[config.mk]
export PLATFORM = sky130hd
export DESIGN_NAME = ntr_remap
export DESIGN_NICKNAME = d
export VERILOG_FILES = /design/src/verilog/ntr_pkg.sv /design/src/verilog/ntr_regfile.sv /design/src/verilog/ntr_xlate.sv /design/src/verilog/ntr_remap.sv
export SDC_FILE = /design/constraint.sdc
export NUM_CORES = 1
export LEC_CHECK = 0
export BUFFER_PORTS_ARGS = -buffer_cell sky130_fd_sc_hd__buf_4
export CORE_MARGIN = 2
export CORE_UTILIZATION = 28
export DETAILED_ROUTE_END_ITERATION = 8
export GPL_ROUTABILITY_DRIVEN = 0
export PLACE_DENSITY = 0.51
export SLEW_MARGIN = 20
export SYNTH_ARGS = -nofsm -noshare
export SYNTH_HDL_FRONTEND = slang
export SYNTH_SLANG_ARGS = --single-unit
[constraint.sdc]
create_clock -name aclk -period 8.2 [get_ports aclk]
set_input_delay 1.64 -clock aclk [delete_from_list [all_inputs] [get_ports aclk]]
set_output_delay 1.64 -clock aclk [all_outputs]
set_load 0.02 [all_outputs]
[src/verilog/ntr_pkg.sv]
// Purpose: shared constants for the non-transparent address remap block
// Assumes: AXI4-Lite register access, 32-bit data, byte addresses
// Notes:   offsets are byte addresses of aligned words
package ntr_pkg;
   // ***********************************************************
   // register offsets
   // ***********************************************************
   localparam logic [11:0] OFF_CTRL     = 12'h068; // control + pri lower base
   localparam logic [11:0] OFF_PRI_UB   = 12'h06C; // primary upper base
   localparam logic [11:0] OFF_SEC_LB   = 12'h070; // secondary lower base
   localparam logic [11:0] OFF_SEC_UB   = 12'h074; // secondary upper base
   localparam logic [11:0] OFF_SEC_LL   = 12'h078; // secondary lower limit
   localparam logic [11:0] OFF_SEC_UL   = 12'h07C; // secondary upper limit
   // ***********************************************************
   // field layout and reset values
   // ***********************************************************
   localparam int          ENABLE_BIT   = 3;       // remap_enable position
   localparam int          BASE_LSB     = 20;      // 1 MB granule field lsb
   localparam logic [31:0] MASK_CTRL    = 32'hFFF0_0008; // writable bits
   localparam logic [31:0] MASK_LOWER   = 32'hFFF0_0000; // lower base/limit
   localparam logic [31:0] MASK_FULL    = 32'hFFFF_FFFF; // upper words
   localparam logic [31:0] RESET_VALUE  = 32'h0000_0000; // all registers
   localparam int          NUM_REGS     = 6;       // register count
   // ***********************************************************
   // AXI response codes
   // ***********************************************************
   localparam logic [1:0]  RESP_OKAY    = 2'h0;    // mapped access
   localparam logic [1:0]  RESP_SLVERR  = 2'h2;    // unmapped access
endpackage

[src/verilog/ntr_regfile.sv]
// Purpose: six-word register store for the remap block
// Assumes: one write port, one registered read port
// Notes:   per-register write masks drop reserved bits
`timescale 1ns/1ps
module ntr_regfile (
   input  wire logic        aclk,      // core clock
   input  wire logic        aresetn,   // sync reset, active low
   input  wire logic        wr_en,     // write strobe
   input  wire logic [2:0]  wr_idx,    // write register index
   input  wire logic [31:0] wr_data,   // write data
   input  wire logic [3:0]  wr_strb,   // byte enables
   input  wire logic        rd_en,     // read strobe
   input  wire logic [2:0]  rd_idx,    // read register index
   output logic      [31:0] rd_data,   // registered read data
   output logic      [191:0] flat      // all registers, idx 0 lowest
);
   // ***********************************************************
   // storage
   // ***********************************************************
   logic [31:0] regs      [ntr_pkg::NUM_REGS]; // register words
   logic [31:0] next_regs [ntr_pkg::NUM_REGS]; // next words
   logic [31:0] next_rd_data;                  // next read data

   // writable mask by index; reserved bits never store
   function automatic logic [31:0] wmask(input logic [2:0] idx);
      unique case (idx)
         3'h0:           wmask = ntr_pkg::MASK_CTRL;
         3'h2, 3'h4:     wmask = ntr_pkg::MASK_LOWER;
         default:        wmask = ntr_pkg::MASK_FULL;
      endcase
   endfunction

   // next-state for words and read port
   always_comb begin
      logic [31:0] bm;
      bm = {{8{wr_strb[3]}}, {8{wr_strb[2]}}, {8{wr_strb[1]}},
            {8{wr_strb[0]}}} & wmask(wr_idx);
      for (int i = 0; i < ntr_pkg::NUM_REGS; i++) begin
         next_regs[i] = regs[i];
      end
      if (wr_en) begin
         next_regs[wr_idx] = (regs[wr_idx] & ~bm) | (wr_data & bm);
      end
      next_rd_data = rd_data;
      if (rd_en) begin
         next_rd_data = regs[rd_idx];
      end
   end

   // register stage
   always_ff @(posedge aclk) begin
      if (!aresetn) begin
         for (int i = 0; i < ntr_pkg::NUM_REGS; i++) begin
            regs[i] <= ntr_pkg::RESET_VALUE;
         end
         rd_data <= ntr_pkg::RESET_VALUE;
      end else begin
         for (int i = 0; i < ntr_pkg::NUM_REGS; i++) begin
            regs[i] <= next_regs[i];
         end
         rd_data <= next_rd_data;
      end
   end

   // flat view for the translator
   always_comb begin
      for (int i = 0; i < ntr_pkg::NUM_REGS; i++) begin
         flat[i*32 +: 32] = regs[i];
      end
   end
endmodule

[src/verilog/ntr_xlate.sv]
// Purpose: one-cycle address window check and rebase
// Assumes: 64-bit addresses, window registers stable during a lookup
// Notes:   result registered; one lookup per cycle
`timescale 1ns/1ps
module ntr_xlate (
   input  wire logic        aclk,       // core clock
   input  wire logic        aresetn,    // sync reset, active low
   input  wire logic        in_valid,   // address offered
   input  wire logic [63:0] in_addr,    // incoming address
   input  wire logic        enable,     // remap_enable
   input  wire logic [63:0] pri_base,   // primary base
   input  wire logic [63:0] sec_base,   // secondary base
   input  wire logic [63:0] sec_limit,  // secondary limit
   output logic             out_valid,  // result valid pulse
   output logic      [63:0] out_addr,   // translated or passed address
   output logic             out_hit     // address was remapped
);
   logic        hit;          // window hit this cycle
   logic        next_valid;   // next out_valid
   logic [63:0] next_addr;    // next out_addr
   logic        next_hit;     // next out_hit

   // compare inclusive window, swap base, keep the offset
   always_comb begin
      hit = enable && (in_addr >= sec_base) && (in_addr <= sec_limit);
      next_valid = in_valid;
      next_hit   = in_valid && hit;
      next_addr  = in_valid ? in_addr : out_addr;
      if (in_valid && hit) begin
         next_addr = in_addr - sec_base + pri_base;
      end
   end

   // result stage
   always_ff @(posedge aclk) begin
      if (!aresetn) begin
         out_valid <= 1'b0;
         out_addr  <= 64'h0000_0000_0000_0000;
         out_hit   <= 1'b0;
      end else begin
         out_valid <= next_valid;
         out_addr  <= next_addr;
         out_hit   <= next_hit;
      end
   end
endmodule

[src/verilog/ntr_remap.sv]
// Purpose: non-transparent upstream address remap with AXI4-Lite regs
// Assumes: single clock, synchronous active-low reset
// Notes:   register writes steer lookups that start after the write
//
// Functional notes
// - redirect addresses inside window to new location
// - remap only while control bit 3 set
// - control bits 31:20 hold primary lower base
// - primary upper base: full 32-bit word
// - secondary lower base in bits 31:20
// - secondary upper base: full 32-bit word
// - secondary lower limit in bits 31:20
// - secondary upper limit: full 32-bit word
//
// The implementer's own choice: the AXI4-Lite interface to the registers.
`timescale 1ns/1ps
module ntr_remap (
   input  wire logic        aclk,          // core clock, 40 MHz
   input  wire logic        aresetn,       // sync reset, active low
   input  wire logic [11:0] s_axi_awaddr,  // write address
   input  wire logic        s_axi_awvalid, // write address valid
   output logic             s_axi_awready, // write address ready
   input  wire logic [31:0] s_axi_wdata,   // write data
   input  wire logic [3:0]  s_axi_wstrb,   // write strobes
   input  wire logic        s_axi_wvalid,  // write data valid
   output logic             s_axi_wready,  // write data ready
   output logic      [1:0]  s_axi_bresp,   // write response
   output logic             s_axi_bvalid,  // write response valid
   input  wire logic        s_axi_bready,  // write response ready
   input  wire logic [11:0] s_axi_araddr,  // read address
   input  wire logic        s_axi_arvalid, // read address valid
   output logic             s_axi_arready, // read address ready
   output logic      [31:0] s_axi_rdata,   // read data
   output logic      [1:0]  s_axi_rresp,   // read response
   output logic             s_axi_rvalid,  // read data valid
   input  wire logic        s_axi_rready,  // read data ready
   input  wire logic        txn_valid,     // transaction address offered
   input  wire logic [63:0] txn_addr,      // transaction address
   output logic             remap_valid,   // translated result valid
   output logic      [63:0] remap_addr,    // translated address
   output logic             remap_hit,     // result was remapped
   output logic             remap_active   // remap_enable mirror
);
   // ***********************************************************
   // decode helper
   // ***********************************************************
   // map a byte offset to a register index; bit 3 flags unmapped
   function automatic logic [3:0] decode(input logic [11:0] a);
      unique case (a)
         ntr_pkg::OFF_CTRL:   decode = 4'h0;
         ntr_pkg::OFF_PRI_UB: decode = 4'h1;
         ntr_pkg::OFF_SEC_LB: decode = 4'h2;
         ntr_pkg::OFF_SEC_UB: decode = 4'h3;
         ntr_pkg::OFF_SEC_LL: decode = 4'h4;
         ntr_pkg::OFF_SEC_UL: decode = 4'h5;
         default:             decode = 4'h8;
      endcase
   endfunction

   // ***********************************************************
   // write channel
   // ***********************************************************
   logic        aw_held, next_aw_held;     // address captured
   logic [11:0] aw_addr, next_aw_addr;     // captured address
   logic        w_held, next_w_held;       // data captured
   logic [31:0] w_data, next_w_data;       // captured data
   logic [3:0]  w_strb, next_w_strb;       // captured strobes
   logic        next_awready, next_wready; // next readies
   logic        next_bvalid;               // next bvalid
   logic [1:0]  next_bresp;                // next bresp
   logic        wr_fire;                   // commit the write
   logic [3:0]  wr_dec;                    // decoded write index

   // address and data arrive in either order; commit once both held
   always_comb begin
      next_aw_held = aw_held;
      next_aw_addr = aw_addr;
      next_w_held  = w_held;
      next_w_data  = w_data;
      next_w_strb  = w_strb;
      next_bvalid  = s_axi_bvalid;
      next_bresp   = s_axi_bresp;
      wr_dec       = decode(aw_addr);
      wr_fire      = aw_held && w_held && !s_axi_bvalid;
      if (s_axi_awvalid && s_axi_awready) begin
         next_aw_held = 1'b1;
         next_aw_addr = s_axi_awaddr;
      end
      if (s_axi_wvalid && s_axi_wready) begin
         next_w_held = 1'b1;
         next_w_data = s_axi_wdata;
         next_w_strb = s_axi_wstrb;
      end
      if (wr_fire) begin
         next_aw_held = 1'b0;
         next_w_held  = 1'b0;
         next_bvalid  = 1'b1;
         // unmapped offsets store nothing and answer an error
         next_bresp   = wr_dec[3] ? ntr_pkg::RESP_SLVERR
                                  : ntr_pkg::RESP_OKAY;
      end else if (s_axi_bvalid && s_axi_bready) begin
         next_bvalid = 1'b0;
      end
      // ready only while the slot is empty: one write in flight
      next_awready = !next_aw_held && !next_bvalid;
      next_wready  = !next_w_held && !next_bvalid;
   end

   // write channel registers
   always_ff @(posedge aclk) begin
      if (!aresetn) begin
         aw_held       <= 1'b0;
         aw_addr       <= 12'h000;
         w_held        <= 1'b0;
         w_data        <= 32'h0000_0000;
         w_strb        <= 4'h0;
         s_axi_awready <= 1'b0;
         s_axi_wready  <= 1'b0;
         s_axi_bvalid  <= 1'b0;
         s_axi_bresp   <= ntr_pkg::RESP_OKAY;
      end else begin
         aw_held       <= next_aw_held;
         aw_addr       <= next_aw_addr;
         w_held        <= next_w_held;
         w_data        <= next_w_data;
         w_strb        <= next_w_strb;
         s_axi_awready <= next_awready;
         s_axi_wready  <= next_wready;
         s_axi_bvalid  <= next_bvalid;
         s_axi_bresp   <= next_bresp;
      end
   end

   // ***********************************************************
   // read channel
   // ***********************************************************
   logic       rd_pend, next_rd_pend;   // read data due next cycle
   logic       rd_bad, next_rd_bad;     // pending read is unmapped
   logic       next_arready;            // next arready
   logic       next_rvalid;             // next rvalid
   logic [1:0] next_rresp;              // next rresp
   logic       rd_take;                 // address accepted
   logic [3:0] rd_dec;                  // decoded read index
   logic [31:0] rf_rdata;               // store read port

   // two-step read: store reads on accept, data shown next cycle
   always_comb begin
      rd_take      = s_axi_arvalid && s_axi_arready;
      rd_dec       = decode(s_axi_araddr);
      next_rd_pend = rd_take;
      next_rd_bad  = rd_take ? rd_dec[3] : rd_bad;
      next_rvalid  = s_axi_rvalid;
      next_rresp   = s_axi_rresp;
      if (rd_pend) begin
         next_rvalid = 1'b1;
         next_rresp  = rd_bad ? ntr_pkg::RESP_SLVERR : ntr_pkg::RESP_OKAY;
      end else if (s_axi_rvalid && s_axi_rready) begin
         next_rvalid = 1'b0;
      end
      next_arready = !rd_take && !rd_pend && !next_rvalid;
   end

   // read channel registers; rdata latched with rvalid
   always_ff @(posedge aclk) begin
      if (!aresetn) begin
         rd_pend       <= 1'b0;
         rd_bad        <= 1'b0;
         s_axi_arready <= 1'b0;
         s_axi_rvalid  <= 1'b0;
         s_axi_rresp   <= ntr_pkg::RESP_OKAY;
         s_axi_rdata   <= 32'h0000_0000;
      end else begin
         rd_pend       <= next_rd_pend;
         rd_bad        <= next_rd_bad;
         s_axi_arready <= next_arready;
         s_axi_rvalid  <= next_rvalid;
         s_axi_rresp   <= next_rresp;
         if (rd_pend) begin
            s_axi_rdata <= rd_bad ? 32'h0000_0000 : rf_rdata;
         end
      end
   end

   // ***********************************************************
   // register store and translator
   // ***********************************************************
   logic [191:0] regs_flat;   // all six words
   logic [31:0]  ctrl_w;      // control word
   logic [63:0]  pri_base;    // primary base
   logic [63:0]  sec_base;    // secondary base
   logic [63:0]  sec_limit;   // secondary limit
   logic         xl_valid;    // translator result valid
   logic [63:0]  xl_addr;     // translator result address
   logic         xl_hit;      // translator hit

   ntr_regfile u_regs (
      .aclk    (aclk),
      .aresetn (aresetn),
      .wr_en   (wr_fire && !wr_dec[3]),
      .wr_idx  (wr_dec[2:0]),
      .wr_data (w_data),
      .wr_strb (w_strb),
      .rd_en   (rd_take && !rd_dec[3]),
      .rd_idx  (rd_dec[2:0]),
      .rd_data (rf_rdata),
      .flat    (regs_flat)
   );

   // low 20 bits of a lower word always zero: limit covers its 1 MB
   always_comb begin
      ctrl_w    = regs_flat[31:0];
      pri_base  = {regs_flat[63:32], ctrl_w[31:20], 20'h00000};
      sec_base  = {regs_flat[127:96], regs_flat[95:84],
                   20'h00000};
      sec_limit = {regs_flat[191:160], regs_flat[159:148],
                   20'hFFFFF};
   end

   ntr_xlate u_xlate (
      .aclk      (aclk),
      .aresetn   (aresetn),
      .in_valid  (txn_valid),
      .in_addr   (txn_addr),
      .enable    (ctrl_w[ntr_pkg::ENABLE_BIT]),
      .pri_base  (pri_base),
      .sec_base  (sec_base),
      .sec_limit (sec_limit),
      .out_valid (xl_valid),
      .out_addr  (xl_addr),
      .out_hit   (xl_hit)
   );

   // outputs straight from flops
   always_comb begin
      remap_valid = xl_valid;
      remap_addr  = xl_addr;
      remap_hit   = xl_hit;
   end

   always_ff @(posedge aclk) begin
      if (!aresetn) begin
         remap_active <= 1'b0;
      end else begin
         remap_active <= ctrl_w[ntr_pkg::ENABLE_BIT];
      end
   end

   // ***********************************************************
   // checks
   // ***********************************************************
   // lookup results reflect the window as it stood one edge earlier
   hit_needs_enable_a: assert property (
      @(posedge aclk) disable iff (!aresetn)
      remap_hit |-> $past(ctrl_w[ntr_pkg::ENABLE_BIT]))
      else $error("remap hit while disabled");
   miss_passes_a: assert property (
      @(posedge aclk) disable iff (!aresetn)
      $past(txn_valid) && !remap_hit |-> remap_addr == $past(txn_addr))
      else $error("missed address altered");
   hit_rebased_a: assert property (
      @(posedge aclk) disable iff (!aresetn)
      remap_hit |-> remap_addr == $past(txn_addr) - $past(sec_base)
                    + $past(pri_base))
      else $error("hit address wrong");
   hit_in_window_a: assert property (
      @(posedge aclk) disable iff (!aresetn)
      remap_hit |-> $past(txn_addr) >= $past(sec_base)
                    && $past(txn_addr) <= $past(sec_limit))
      else $error("hit outside window");
   hit_when_inside_a: assert property (
      @(posedge aclk) disable iff (!aresetn)
      $past(aresetn) && $past(txn_valid)
      && $past(ctrl_w[ntr_pkg::ENABLE_BIT])
      && $past(txn_addr) >= $past(sec_base)
      && $past(txn_addr) <= $past(sec_limit) |-> remap_hit)
      else $error("in-window address not remapped");
   lookup_pulse_a: assert property (
      @(posedge aclk) disable iff (!aresetn)
      $past(aresetn) |-> remap_valid == $past(txn_valid))
      else $error("lookup result not one cycle later");
   active_mirror_a: assert property (
      @(posedge aclk) disable iff (!aresetn)
      $past(aresetn) |-> remap_active == $past(ctrl_w[ntr_pkg::ENABLE_BIT]))
      else $error("remap status does not follow enable");
   ctrl_reserved_a: assert property (
      @(posedge aclk) disable iff (!aresetn)
      (ctrl_w & ~ntr_pkg::MASK_CTRL) == 32'h0000_0000)
      else $error("control reserved bit set");
   sec_base_res_a: assert property (
      @(posedge aclk) disable iff (!aresetn)
      regs_flat[83:64] == 20'h00000)
      else $error("base reserved bits set");
   sec_limit_res_a: assert property (
      @(posedge aclk) disable iff (!aresetn)
      regs_flat[147:128] == 20'h00000)
      else $error("limit reserved bits set");
   read_latency_a: assert property (
      @(posedge aclk) disable iff (!aresetn)
      s_axi_arvalid && s_axi_arready |-> ##2 s_axi_rvalid)
      else $error("read answer late");
   write_resp_a: assert property (
      @(posedge aclk) disable iff (!aresetn)
      wr_fire |=> s_axi_bvalid)
      else $error("write response missing");
   one_write_a: assert property (
      @(posedge aclk) disable iff (!aresetn)
      s_axi_bvalid |-> !s_axi_awready && !s_axi_wready)
      else $error("write accepted while answer pending");
endmodule

After elaboration in Yosys (flattened, before gate mapping)
Memories as Yosys holds them, arrays and structs flattened. A register that Yosys moved wholly into a read port is not among the register bits.
Index checks and enable logic that the tools add are counted.
Widths: inputs -> output; s select.
{"block": "op_classes", "add_sub_neg": 2, "order_cmp": 4, "eq_ne": 14, "muxes": 28, "bitwise_logic": 12, "reduce_logical": 30}
{"operator": "$mux 32", "count": 8}
{"operator": "$bwmux 192", "count": 1}
{"operator": "$mux 192", "count": 1}
{"operator": "$eq 12x7->1 const B", "count": 12}
{"operator": "$mux 64", "count": 2}
{"operator": "$and 32x32->32", "count": 3}
{"operator": "$demux 32 s3", "count": 1}
{"operator": "$add 64x64->64", "count": 1}
{"operator": "$ge 64x64->1", "count": 1}
{"operator": "$le 64x64->1", "count": 1}
{"operator": "$sub 64x64->64", "count": 1}
{"operator": "$pmux 4 s6", "count": 2}
{"operator": "$pmux 20 s2", "count": 1}
{"operator": "$not 32->32", "count": 1}
{"operator": "$or 32x32->32", "count": 1}
{"operator": "$logic_and 1x1->1", "count": 17}
{"operator": "$logic_not 1->1", "count": 10}
{"operator": "$mux 1", "count": 10}
{"operator": "$or 1x1->1", "count": 6}
{"operator": "$ge 4x4->1 const B", "count": 1}
{"operator": "$lt 4x1->1 const B", "count": 1}
{"operator": "$mux 2", "count": 2}
{"operator": "$not 3->4", "count": 1}
{"operator": "$eq 3x2->1 const B", "count": 1}
{"operator": "other kinds (4)", "count": 4}
{"block": "word_totals", "regBits": 160, "ram_bits": 192, "input_bits": 132, "out_inout_bits": 108, "elab_cells": 110, "n_memories": 1}
{"name": "u_regs.regs", "words": 6, "width": 32, "rd": 8, "rd_ports_with_merged_regs": 1, "write_ports": 6, "line_no": "ntr_regfile.sv:20", "rtl": "logic [31:0] regs [ntr_pkg::NUM_REGS];"}

Depth between registers and ports, before layout
Gate-level depths: netlist of run 1.
{"block": "depth", "ltp_word": 12, "depth_mapped": 15, "depth_no_buf": 14}

Modules after synthesis
A second synthesis of run 1 with hierarchy kept.
{"block": "unflattened", "hier_cells": 3526, "area_unflattened_um2": 27365.0}
{"mod": "ntr_xlate", "n_inst": 1, "cells_per_inst": 1718, "area_each_um2": 12243.0, "seq_area_each_um2": 1321.3}
{"mod": "ntr_regfile", "n_inst": 1, "cells_per_inst": 1396, "area_each_um2": 11569.8, "seq_area_each_um2": 4484.3}
{"mod": "ntr_remap", "n_inst": 1, "cells_per_inst": 412, "area_each_um2": 3552.2, "seq_area_each_um2": 1841.8}

Worst setup path before layout of run 1
OpenSTA, ideal clock, no wires.
{"block": "synth_timing", "path_type": "input-to-reg", "from": "in txn_addr[26]", "to": "reg u_xlate.out_addr[54]", "setup_ns": 0.131, "t_arrival_ns": 4.625, "t_required_ns": 8.069, "setup_slack_ns": 3.444, "path_stages": 14, "path_cell_list": "inv_1 fa_1 inv_1 ha_1 clkbuf_2 nand3_1 nor4_2 or4b_1 a21o_1 a31oi_2 o21ai_2 or4_1 o21ai_1 a221oi_2"}
{"block": "synth_between", "elab_chain_cells": 5}
{"item": "from (decl)", "line_no": "ntr_remap.sv:38", "rtl": "input wire logic [63:0] txn_addr,"}
{"item": "parallel branches: the longest is 5 deep, another holds $sub 64x64->64"}
{"item": "to (signal assigned)", "line_no": "ntr_xlate.sv:42", "rtl": "out_addr <= next_addr;"}
{"item": "to (decl)", "line_no": "ntr_xlate.sv:15", "rtl": "output logic [63:0] out_addr,"}
Parallel ways; which one is timed is not known.
A chain may end at the register's enable or synchronous reset.

Worst setup path in the final report of run 1
{"block": "layout_timing", "from": "in txn_addr[47]", "to": "reg u_xlate.out_addr[55]"}
Same word-level chain as after synthesis.

==> results of run 1 <==
[layer usage]
metal | up-vias | share of wire, % | track usage [%]
li1 | 11300 | - | -
met1 | 11200 | 47 | 32.3
met2 | 909 | 43 | 33.4
met3 | 119 | 8.0 | 4.38
met4 | 6 | 2.4 | 5.65
met5 | - | 0.034 | 0
[sequential cells by signal, indices dropped and copies added (netlist names)]
signal and count:
aw_addr 12, aw_held 1, rd_bad 1, rd_pend 1
remap_active 1, s_axi_arready 1, s_axi_awready 1, s_axi_bresp 1
s_axi_bvalid 1, s_axi_rdata 32, s_axi_rresp 1, s_axi_rvalid 1
s_axi_wready 1, u_regs.rd_data 32, u_regs.regs 192, u_xlate.out_addr 64
u_xlate.out_hit 1, u_xlate.out_valid 1, w_data 32, w_held 1
w_strb 4
[cells by family (layout without fill, tap and decap cells)]
kind of cell / count (synthesis) / after routing / synth area share (%)
AO/OA/AOI/OAI: 935 / 935 / 22.5
multiplexers: 102 / 102 / 4.36
XOR/XNOR: 53 / 53 / 1.90
flip-flops: 382 / 382 / 31.3
buffers and inverters: 518 / 670 / 8.19
adder cells (fa/ha/maj): 211 / 211 / 12.1
other: 1 / 3 / 0.0153
AND/OR/NAND/NOR: 1052 / 1052 / 19.7
[critical path: stages]
cell and delay, ns:
buf_4 0.12, ha_1 0.39, nand4_1 0.20, nor4_1 0.73
nand4_1 0.21, or3_1 0.42, o21a_1 0.15, a211oi_4 0.28
buf_4 0.72, nand2_1 0.54, o32ai_1 0.39
[synthesized netlist by cell type, types with 23 or more instances]
master,instances
mux2_2,34
a21o_1,42
nor2_1,219
nand2_1,471
fa_1,43
o22ai_1,60
o21ai_1,33
inv_1,319
and2_1,103
nand4_1,37
dfxtp_1,382
nor2b_1,45
nand3_1,51
clkbuf_1,159
a211oi_1,23
mux2i_1,65
nor3_1,47
o21ai_0,221
o211ai_1,37
xnor2_1,34
ha_1,168
a21oi_1,392
[final cells by class]
type                       instances  area share, %
antenna                            1        0.00867
multi-input combinational       2355           51.7
clock buffer                      70           4.97
clock inverter                    16          0.707
inverter                         322           4.21
tap                             1155           5.01
sequential                       382           26.5
timing repair buffer             262           6.86
[power by group through the flow]
stage | Combinational (mW) | Sequential, mW | Clock, mW
global placement | 0.754 | 1.97 | 0
detailed placement | 0.752 | 1.97 | 0
CTS | 0.756 | 1.93 | 2.26
finish | 0.762 | 1.93 | 2.22
global route | 0.831 | 1.93 | 2.33
floorplan | 0.442 | 1.98 | 0
[path summary, 6_finish.rpt]
path                                  endpoint  slack, ns  cells after the start
max          u_xlate.out_addr[55]$_SDFFE_PN0P_       2.91                     11
min            u_regs.regs[5][24]$_SDFFE_PN0P_       0.45                      2
max reg2reg  u_xlate.out_addr[55]$_SDFFE_PN0P_       3.57                     11
min reg2reg    u_regs.regs[5][24]$_SDFFE_PN0P_       0.45                      2
[stage by stage]
step / cells / hold WS [ns] / worst slack (ns)
4_1_cts: 4562 / 0.452 / 2.98
2_1_floorplan: 3255 / 0.422 / 3.44
6_report: 4563 / 0.451 / 2.91
3_5_place_dp: 4476 / 0.444 / 2.33
5_1_grt: 4562 / 0.469 / 2.90
3_3_place_gp: 4476 / 0.438 / 2.36
==> impl_metrics.toml, run 1 <==
[yosys]
synth-edff-count = 0
ys.flop_type = "dfxtp_1"
syn_area_per_cell_sq_um = 7.52
synth-async-reset-ratio_pct = 0
synth_area_leaders = "dfxtp_1, ha_1, a21oi_1"
synth_top_area_share_pct = 31.3
ys_seq_elements = 382
synth_area_sq_um = 24500
ys_types = 96
synthCells = 3254
synth_top_cell_by_area = "dfxtp_1"
ys_warn_count = 0
synth-seq-area-share_pct = 31.3

[power]
switching_share_pct = 29.6
fin_total_pwr_mw = 4.91
leakagePower_nw = 11.3
switching_power_mw = 1.45
p_seq_share_pct = 39.3
internal_power_mw = 3.46
clockPowerShare_pct = 45.2
ir_drop_v = 0.000127
p_comb_share_pct = 15.5
p_per_area_nw_per_um2 = 170

[global_routing]
grt_use_total_pct = 22.2
grt-ovfl-total = 0
grt_pass1_vias = 22200
grt_pass1_wl_mm = 150
antenna_found_initial = 6
grt_max_degree = 136

[clocking]
cts_max_path_buffers = 3
cts_setup_buffers = 0
htreeDepth = 2
holdBufCountCts = 0
clk_pin_slew_ns = 0.05
cts_tree = "done"
cts_root_buf = "clkbuf_16"
ctsResizeCount = 0
cts_buffers = 48
clk_latency_ns = 0.64
clock_sinks = 382

[hold_path]
hp-class = "flip-flop to flip-flop"
hp-start = "u_regs.regs[5][24]$_SDFFE_PN0P_"

[floorplan]
pin_count = 240
die_h_um = 300
start_util_pct = 28.2
die-area_sq_um = 89800
die_width_um = 300
rows = 108
core_sq_um = 86800

[finish]
nets = 3714
layout-drive-gt1-share_pct = 12.4
layout_common_cells = "nand2_1, a21oi_1, dfxtp_1"
regArea_sq_um = 7650
final_cell_area_sq_um = 28900
multi_input_area_sq_um = 14900
final_common_cell = "nand2_1"
fill_cells = 9433
syn_to_final_growth_pct = 17.9
utilization_pct = 33.3

[timing]
worstMarginPinSlew_ns = 1.17
finalMaxSlewViolations = 0
setup_viol = 0
max-slew-margin-rel_pct = 21.3
setup_tns_ns = 0
fin_worst_skew_ns = 0.0356
max_freq_mhz = 189
rsz0062_at_grt = "no"
period_needed_ns = 5.29
period_share_pct = 64.5
finalHoldViolCount = 0

[route]
ant_nets = 0
post_drt_wl_per_cell_um = 22.6
firstDrtPassIters = 6
drc = 0
drt_first_iter_violations = 2198
viasPerCell = 5.16
postRouteWirelength_mm = 103
num_vias = 23500

[run_status]
status = "complete, no violations"

[critical_path]
worst_ep_required_time_ns = 8.73
path_class = "primary input to flip-flop"
start_kind = "primary input"
crit_path_end_kind = "flip-flop"
critPathArrivalTime_ns = 5.81
path_max_fanout = 61
startpoint = "txn_addr[47]"
r2r-start = "u_regs.regs[5][15]$_SDFFE_PN0P_"

[run]
maxCapViolations = 0

[placed_design]
portBuffers = 237
placed_area_sq_um = 27200
dp_hpwl_mm = 75.9
Power figures use the tool's default switching activity.
==> run 2, diff against run 1 <==
PLACE_DENSITY = 0.52   (was 0.51)
clock period = 4.8 ns   (was 8.2 ns; I/O delays follow)
==> run 2 against run 1 <==
Net effect: global-route usage down 0.47 points; worst hold slack got worse by 0.0031 ns; via count increased by 0.58%; final area up 2.1%; clock skew down 0.0058 ns; critical path depth up 4; setup slack lost 2.2 ns; largest power group unchanged; clock power is 86% higher; sequential share of layout area fell by 0.55 points; critical path type is now flip-flop to flip-flop; non-clock buffer count increased by 60; die area unchanged.
==> impl_metrics.toml, run 2 (synthesized netlist as in run 1, its figures left out) <==
[run_status]
status = "complete, no violations"

[finish]
top_regs = "u_regs.regs (192), u_xlate.out_addr (64)"
regArea_sq_um = 7650
utilization_pct = 34.0
largest_reg_flops = 192
nets = 3772
fill_cells = 9244
syn_to_final_growth_pct = 20.4
layout-drive-gt1-share_pct = 13.9
multi_input_area_sq_um = 14900
final-instance-count-excl-fill = 4628
regMostFlops = "u_regs.regs"
final_cell_area_sq_um = 29500
final_common_cell = "nand2_1"
layout_common_cells = "nand2_1, a21oi_1, dfxtp_1"

[floorplan]
start_util_pct = 28.2
die_width_um = 300
rows = 108
die-area_sq_um = 89800
die_h_um = 300
core_sq_um = 86800
pin_count = 240

[global_routing]
antenna_found_initial = 10
grt_pass1_vias = 22300
grt-ovfl-total = 0
grt_max_degree = 90
grt_use_total_pct = 21.7
grt_pass1_wl_mm = 148

[clocking]
clock_sinks = 382
cts_tree = "done"
holdBufCountCts = 0
clk_pin_slew_ns = 0.07
cts_buffers = 46
cts_max_path_buffers = 3
htreeDepth = 2
clk_latency_ns = 0.61
cts_root_buf = "clkbuf_16"
cts_setup_buffers = 0
ctsResizeCount = 0

[timing]
period_needed_ns = 4.10
setup_tns_ns = 0
max_freq_mhz = 244
worst_slack_ns = 0.695
fin_worst_skew_ns = 0.0298
max-slew-margin-rel_pct = 22.0
setup_viol = 0
finalHoldViolCount = 0
worstMarginPinSlew_ns = 1.17
whs_ns = 0.448
period_share_pct = 85.5
rsz0062_at_grt = "no"
finalMaxSlewViolations = 0

[power]
p_comb_share_pct = 15.2
p_seq_share_pct = 37.6
leakagePower_nw = 11.7
p_per_area_nw_per_um2 = 297
internal_power_mw = 6.29
clockPowerShare_pct = 47.2
switching_power_mw = 2.46
ir_drop_v = 0.000229
fin_total_pwr_mw = 8.75
switching_share_pct = 28.1

[critical_path]
r2r_cells = 15
critPathArrivalTime_ns = 4.59
start_kind = "flip-flop"
endpoint = "u_xlate.out_addr[60]$_SDFFE_PN0P_"
rr_endpoint = "u_xlate.out_addr[60]$_SDFFE_PN0P_"
reg2reg_slack_ns = 0.70
path_class = "flip-flop to flip-flop"
startpoint = "u_regs.regs[0][21]$_SDFFE_PN0P_"
path_max_fanout = 4
crit_path_end_kind = "flip-flop"
r2r-start = "u_regs.regs[0][21]$_SDFFE_PN0P_"
worst_ep_required_time_ns = 5.28

[route]
num_vias = 23700
viasPerCell = 5.12
postRouteWirelength_mm = 100
drc = 0
ant_nets = 0
post_drt_wl_per_cell_um = 21.7
firstDrtPassIters = 5
drt_first_iter_violations = 2317

[placed_design]
place_inst = 4536
portBuffers = 237
place_ws_ns = 0.221
placed_area_sq_um = 27700
dp_hpwl_mm = 75.7

[hold_path]
hp-class = "flip-flop to flip-flop"

[run]
maxCapViolations = 0
[run 2: changes by cell type in the layout (fill, tap and decap cells not counted), moves of 2 or more]
cell / before / now
buf_4: 261 / 317
bufinv_16: 2 / 12
clkbuf_8: 15 / 7
diode_2: 1 / 6
buf_12: 1 / 5
clkinv_16: 2 / 0
clkinv_2: 7 / 9
[run 2: power by group through the flow]
| stage | clock network, mW | registers (mW) | logic, mW |
|---|---|---|---|
| 6_report | 4.13 | 3.29 | 1.33 |
| 5_1_grt | 4.32 | 3.30 | 1.45 |
| 4_1_cts | 4.20 | 3.29 | 1.32 |
| 3_5_place_dp | 0 | 3.36 | 1.31 |
| 3_3_place_gp | 0 | 3.36 | 1.32 |
| 2_1_floorplan | 0 | 3.38 | 0.755 |
[run 2: routing by layer]
| layer | GRT usage, % | up-vias | wire length (um) |
|---|---|---|---|
| met5 | 0 | - | 23 |
| met3 | 4.68 | 135 | 8260 |
| met1 | 31.3 | 11200 | 47000 |
| met4 | 6.17 | 4 | 2600 |
| li1 | - | 11400 | - |
| met2 | 32.5 | 914 | 42500 |
[run 2: cell type report]
type	instances	area share, %
multi-input cells	2355	50.6
flip-flops and latches	382	25.9
inverters	322	4.12
well taps	1155	4.90
clock buffers	60	4.39
diodes	6	0.0509
clock inverters	26	1.57
repair buffers	322	8.41
[run 2: worst min path at each step]
stage / startpoint / endpoint / cells after the start
3_3_place_gp: u_regs.regs[1][23]$_SDFFE_PN0P_ / u_regs.regs[1][23]$_SDFFE_PN0P_ / 2
5_1_grt: u_regs.regs[5][21]$_SDFFE_PN0P_ / u_regs.regs[5][21]$_SDFFE_PN0P_ / 2
6_report: u_regs.regs[5][22]$_SDFFE_PN0P_ / u_regs.regs[5][22]$_SDFFE_PN0P_ / 2
3_5_place_dp: u_regs.regs[1][23]$_SDFFE_PN0P_ / u_regs.regs[1][23]$_SDFFE_PN0P_ / 2
4_1_cts: u_regs.regs[1][23]$_SDFFE_PN0P_ / u_regs.regs[1][23]$_SDFFE_PN0P_ / 2
2_1_floorplan: aw_held$_SDFF_PN0_ / s_axi_awready$_SDFF_PN0_ / 1
[run 2: worst max-delay path, cell delays in order (launching register included)]
cell,delay [ns]
dfxtp_1,0.55
inv_1,0.14
fa_1,0.52
inv_1,0.04
ha_1,0.28
and3_1,0.23
nand2_1,0.09
or4_4,0.43
o211a_1,0.26
a311oi_2,0.41
o21ai_1,0.21
o41ai_2,0.32
buf_4,0.18
o221ai_2,0.09
xor2_1,0.18
o22ai_2,0.10
==> run 3, diff against run 2 <==
CTS_BUF_LIST = sky130_fd_sc_hd__clkbuf_8   (was not set)
==> run 3 against run 2 <==
Net effect: non-clock buffer count stayed put; register-to-register slack better by 0.02 ns; clock-buffer cell count is 30 higher; sequential share of layout area is 0.27 points higher; clock skew is 0.0017 ns higher; wire length is 0.29% higher; power is 9.1% lower; clock power is 20% lower.
==> impl_metrics.toml, run 3 (synthesized netlist as in run 1, its figures left out) <==
[finish]
layout-drive-gt1-share_pct = 14.3
utilization_pct = 33.6
regMostFlops = "u_regs.regs"
syn_to_final_growth_pct = 19.2
top_regs = "u_regs.regs (192), u_xlate.out_addr (64)"
layout_common_cells = "nand2_1, a21oi_1, dfxtp_1"
final_common_cell = "nand2_1"
largest_reg_flops = 192
nets = 3801

[clocking]
holdBufCountCts = 0
cts_max_path_buffers = 3
clk_pin_slew_ns = 0.06
clk_latency_ns = 0.69
htreeDepth = 3
ctsResizeCount = 0
cts_tree = "done"
cts_root_buf = "clkbuf_8"
cts_buffers = 75
cts_setup_buffers = 0
clock_sinks = 382

[timing]
setup_tns_ns = 0
max-slew-margin-rel_pct = 19.3
rsz0062_at_grt = "no"
finalHoldViolCount = 0
period_share_pct = 85.1
finalMaxSlewViolations = 0
max_freq_mhz = 245
setup_viol = 0
fin_worst_skew_ns = 0.0316
worstMarginPinSlew_ns = 1.21
period_needed_ns = 4.08
worst_slack_ns = 0.717

[floorplan]
die_width_um = 300
pin_count = 240
core_sq_um = 86800
die_h_um = 300
die-area_sq_um = 89800
start_util_pct = 28.2
rows = 108

[critical_path]
crit_buf_inv = 3
critPathArrivalTime_ns = 4.63
cp_cell_sequence = "inv_1 -> fa_1 -> inv_1 -> ha_1 -> and3_1 -> nand2_1 -> or4_4 -> o211a_1 -> a311oi_2 -> o21ai_1 -> o41ai_2 -> buf_4 -> o221ai_2 -> xor2_1 -> o22ai_2"
worst_ep_required_time_ns = 5.35
r2r_cells = 15
start_kind = "flip-flop"
critical_path.top_delay_family = "compound AO/OA/AOI/OAI gates"
reg2reg_slack_ns = 0.72
max_stage_delay_ns = 0.55
path_max_fanout = 4
crit_slowest_cell = "dfxtp_1"
cpMostUsedCell = "inv_1"
crit_path_end_kind = "flip-flop"
rr_endpoint = "u_xlate.out_addr[60]$_SDFFE_PN0P_"
path_class = "flip-flop to flip-flop"
r2r-start = "u_regs.regs[0][21]$_SDFFE_PN0P_"

[route]
ant_nets = 0
viasPerCell = 5.12
drc = 0
firstDrtPassIters = 8
post_drt_wl_per_cell_um = 21.6
num_vias = 23900
drt_first_iter_violations = 2463
postRouteWirelength_mm = 101

[power]
switching_share_pct = 30.9
leakagePower_nw = 11.7
clockPowerShare_pct = 41.8
p_seq_share_pct = 41.4
switching_power_mw = 2.46
p_per_area_nw_per_um2 = 273
ir_drop_v = 0.000158
internal_power_mw = 5.49
p_comb_share_pct = 16.7

[global_routing]
grt-ovfl-total = 0
grt_use_total_pct = 21.9
grt_max_degree = 90
grt_pass1_vias = 22500
grt_pass1_wl_mm = 149
antenna_found_initial = 8

[hold_path]
min_delay_worst_endpoint = "u_regs.rd_data[2]$_SDFFE_PN0P_"
hp-class = "flip-flop to flip-flop"
hp-start = "u_regs.rd_data[2]$_SDFFE_PN0P_"
whs_path_depth = 2

[placed_design]
dp_hpwl_mm = 75.7
place_ws_ns = 0.221
portBuffers = 237

[run_status]
status = "complete, no violations"

[run]
maxCapViolations = 0
==> run 3: how the worst max path moves through the flow <==
stage | startpoint | endpoint | slack (ns) | cells after the start
after global routing | u_regs.regs[0][21]$_SDFFE_PN0P_ | u_xlate.out_addr[60]$_SDFFE_PN0P_ | 0.57 | 15
after CTS | u_regs.regs[0][21]$_SDFFE_PN0P_ | u_xlate.out_addr[60]$_SDFFE_PN0P_ | 0.74 | 15
after floorplan | txn_addr[26] | u_xlate.out_addr[54]$_SDFFE_PN0P_ | 0.72 | 14
final | u_regs.regs[0][21]$_SDFFE_PN0P_ | u_xlate.out_addr[60]$_SDFFE_PN0P_ | 0.72 | 15
after global placement | txn_addr[23] | u_xlate.out_addr[60]$_SDFFE_PN0P_ | 0.29 | 16
after detailed placement | txn_addr[26] | u_xlate.out_addr[56]$_SDFFE_PN0P_ | 0.22 | 14
==> run 3: area by class of cell <==
| cell class | count | area, sq um |
|---|---|---|
| fill | 9346 | 57600 |
| multi-input combinational | 2355 | 14900 |
| sequential | 382 | 7650 |
| timing repair buffer | 322 | 2480 |
| tap | 1155 | 1450 |
| clock buffer | 90 | 1240 |
| inverter | 322 | 1210 |
| clock inverter | 38 | 216 |
| antenna | 4 | 10.0 |
==> run 3: power groups by stage <==
stage,sequential (mW),clock (mW),combinational [mW]
6_report,3.29,3.32,1.33
5_1_grt,3.30,3.55,1.44
4_1_cts,3.29,3.41,1.32
3_5_place_dp,3.36,0,1.31
3_3_place_gp,3.36,0,1.32
2_1_floorplan,3.38,0,0.755
==> run 3: layer usage <==
metal	vias to the layer above	GRT usage [%]	part of all wire (%)
li1	11500	-	-
met1	11300	31.9	47
met2	937	32.6	43
met3	139	3.94	7.7
met4	2	6.05	2.2
met5	-	0	0.013
==> run 3: stage by stage <==
step / hold WS (ns) / power, mW / cells / cell area [sq um]
finish: 0.447 / 7.95 / 4668 / 29200
global route: 0.465 / 8.29 / 4667 / 29200
CTS: 0.451 / 8.02 / 4664 / 29200
detailed placement: 0.443 / 4.67 / 4536 / 27700
global placement: 0.438 / 4.68 / 4536 / 27700
floorplan: 0.422 / 4.13 / 3255 / 24500
==> run 3: worst min-delay path: stages, from the launching register on <==
cell and delay [ns]:
dfxtp_1 0.31, nand2_1 0.05, o21ai_1 0.05
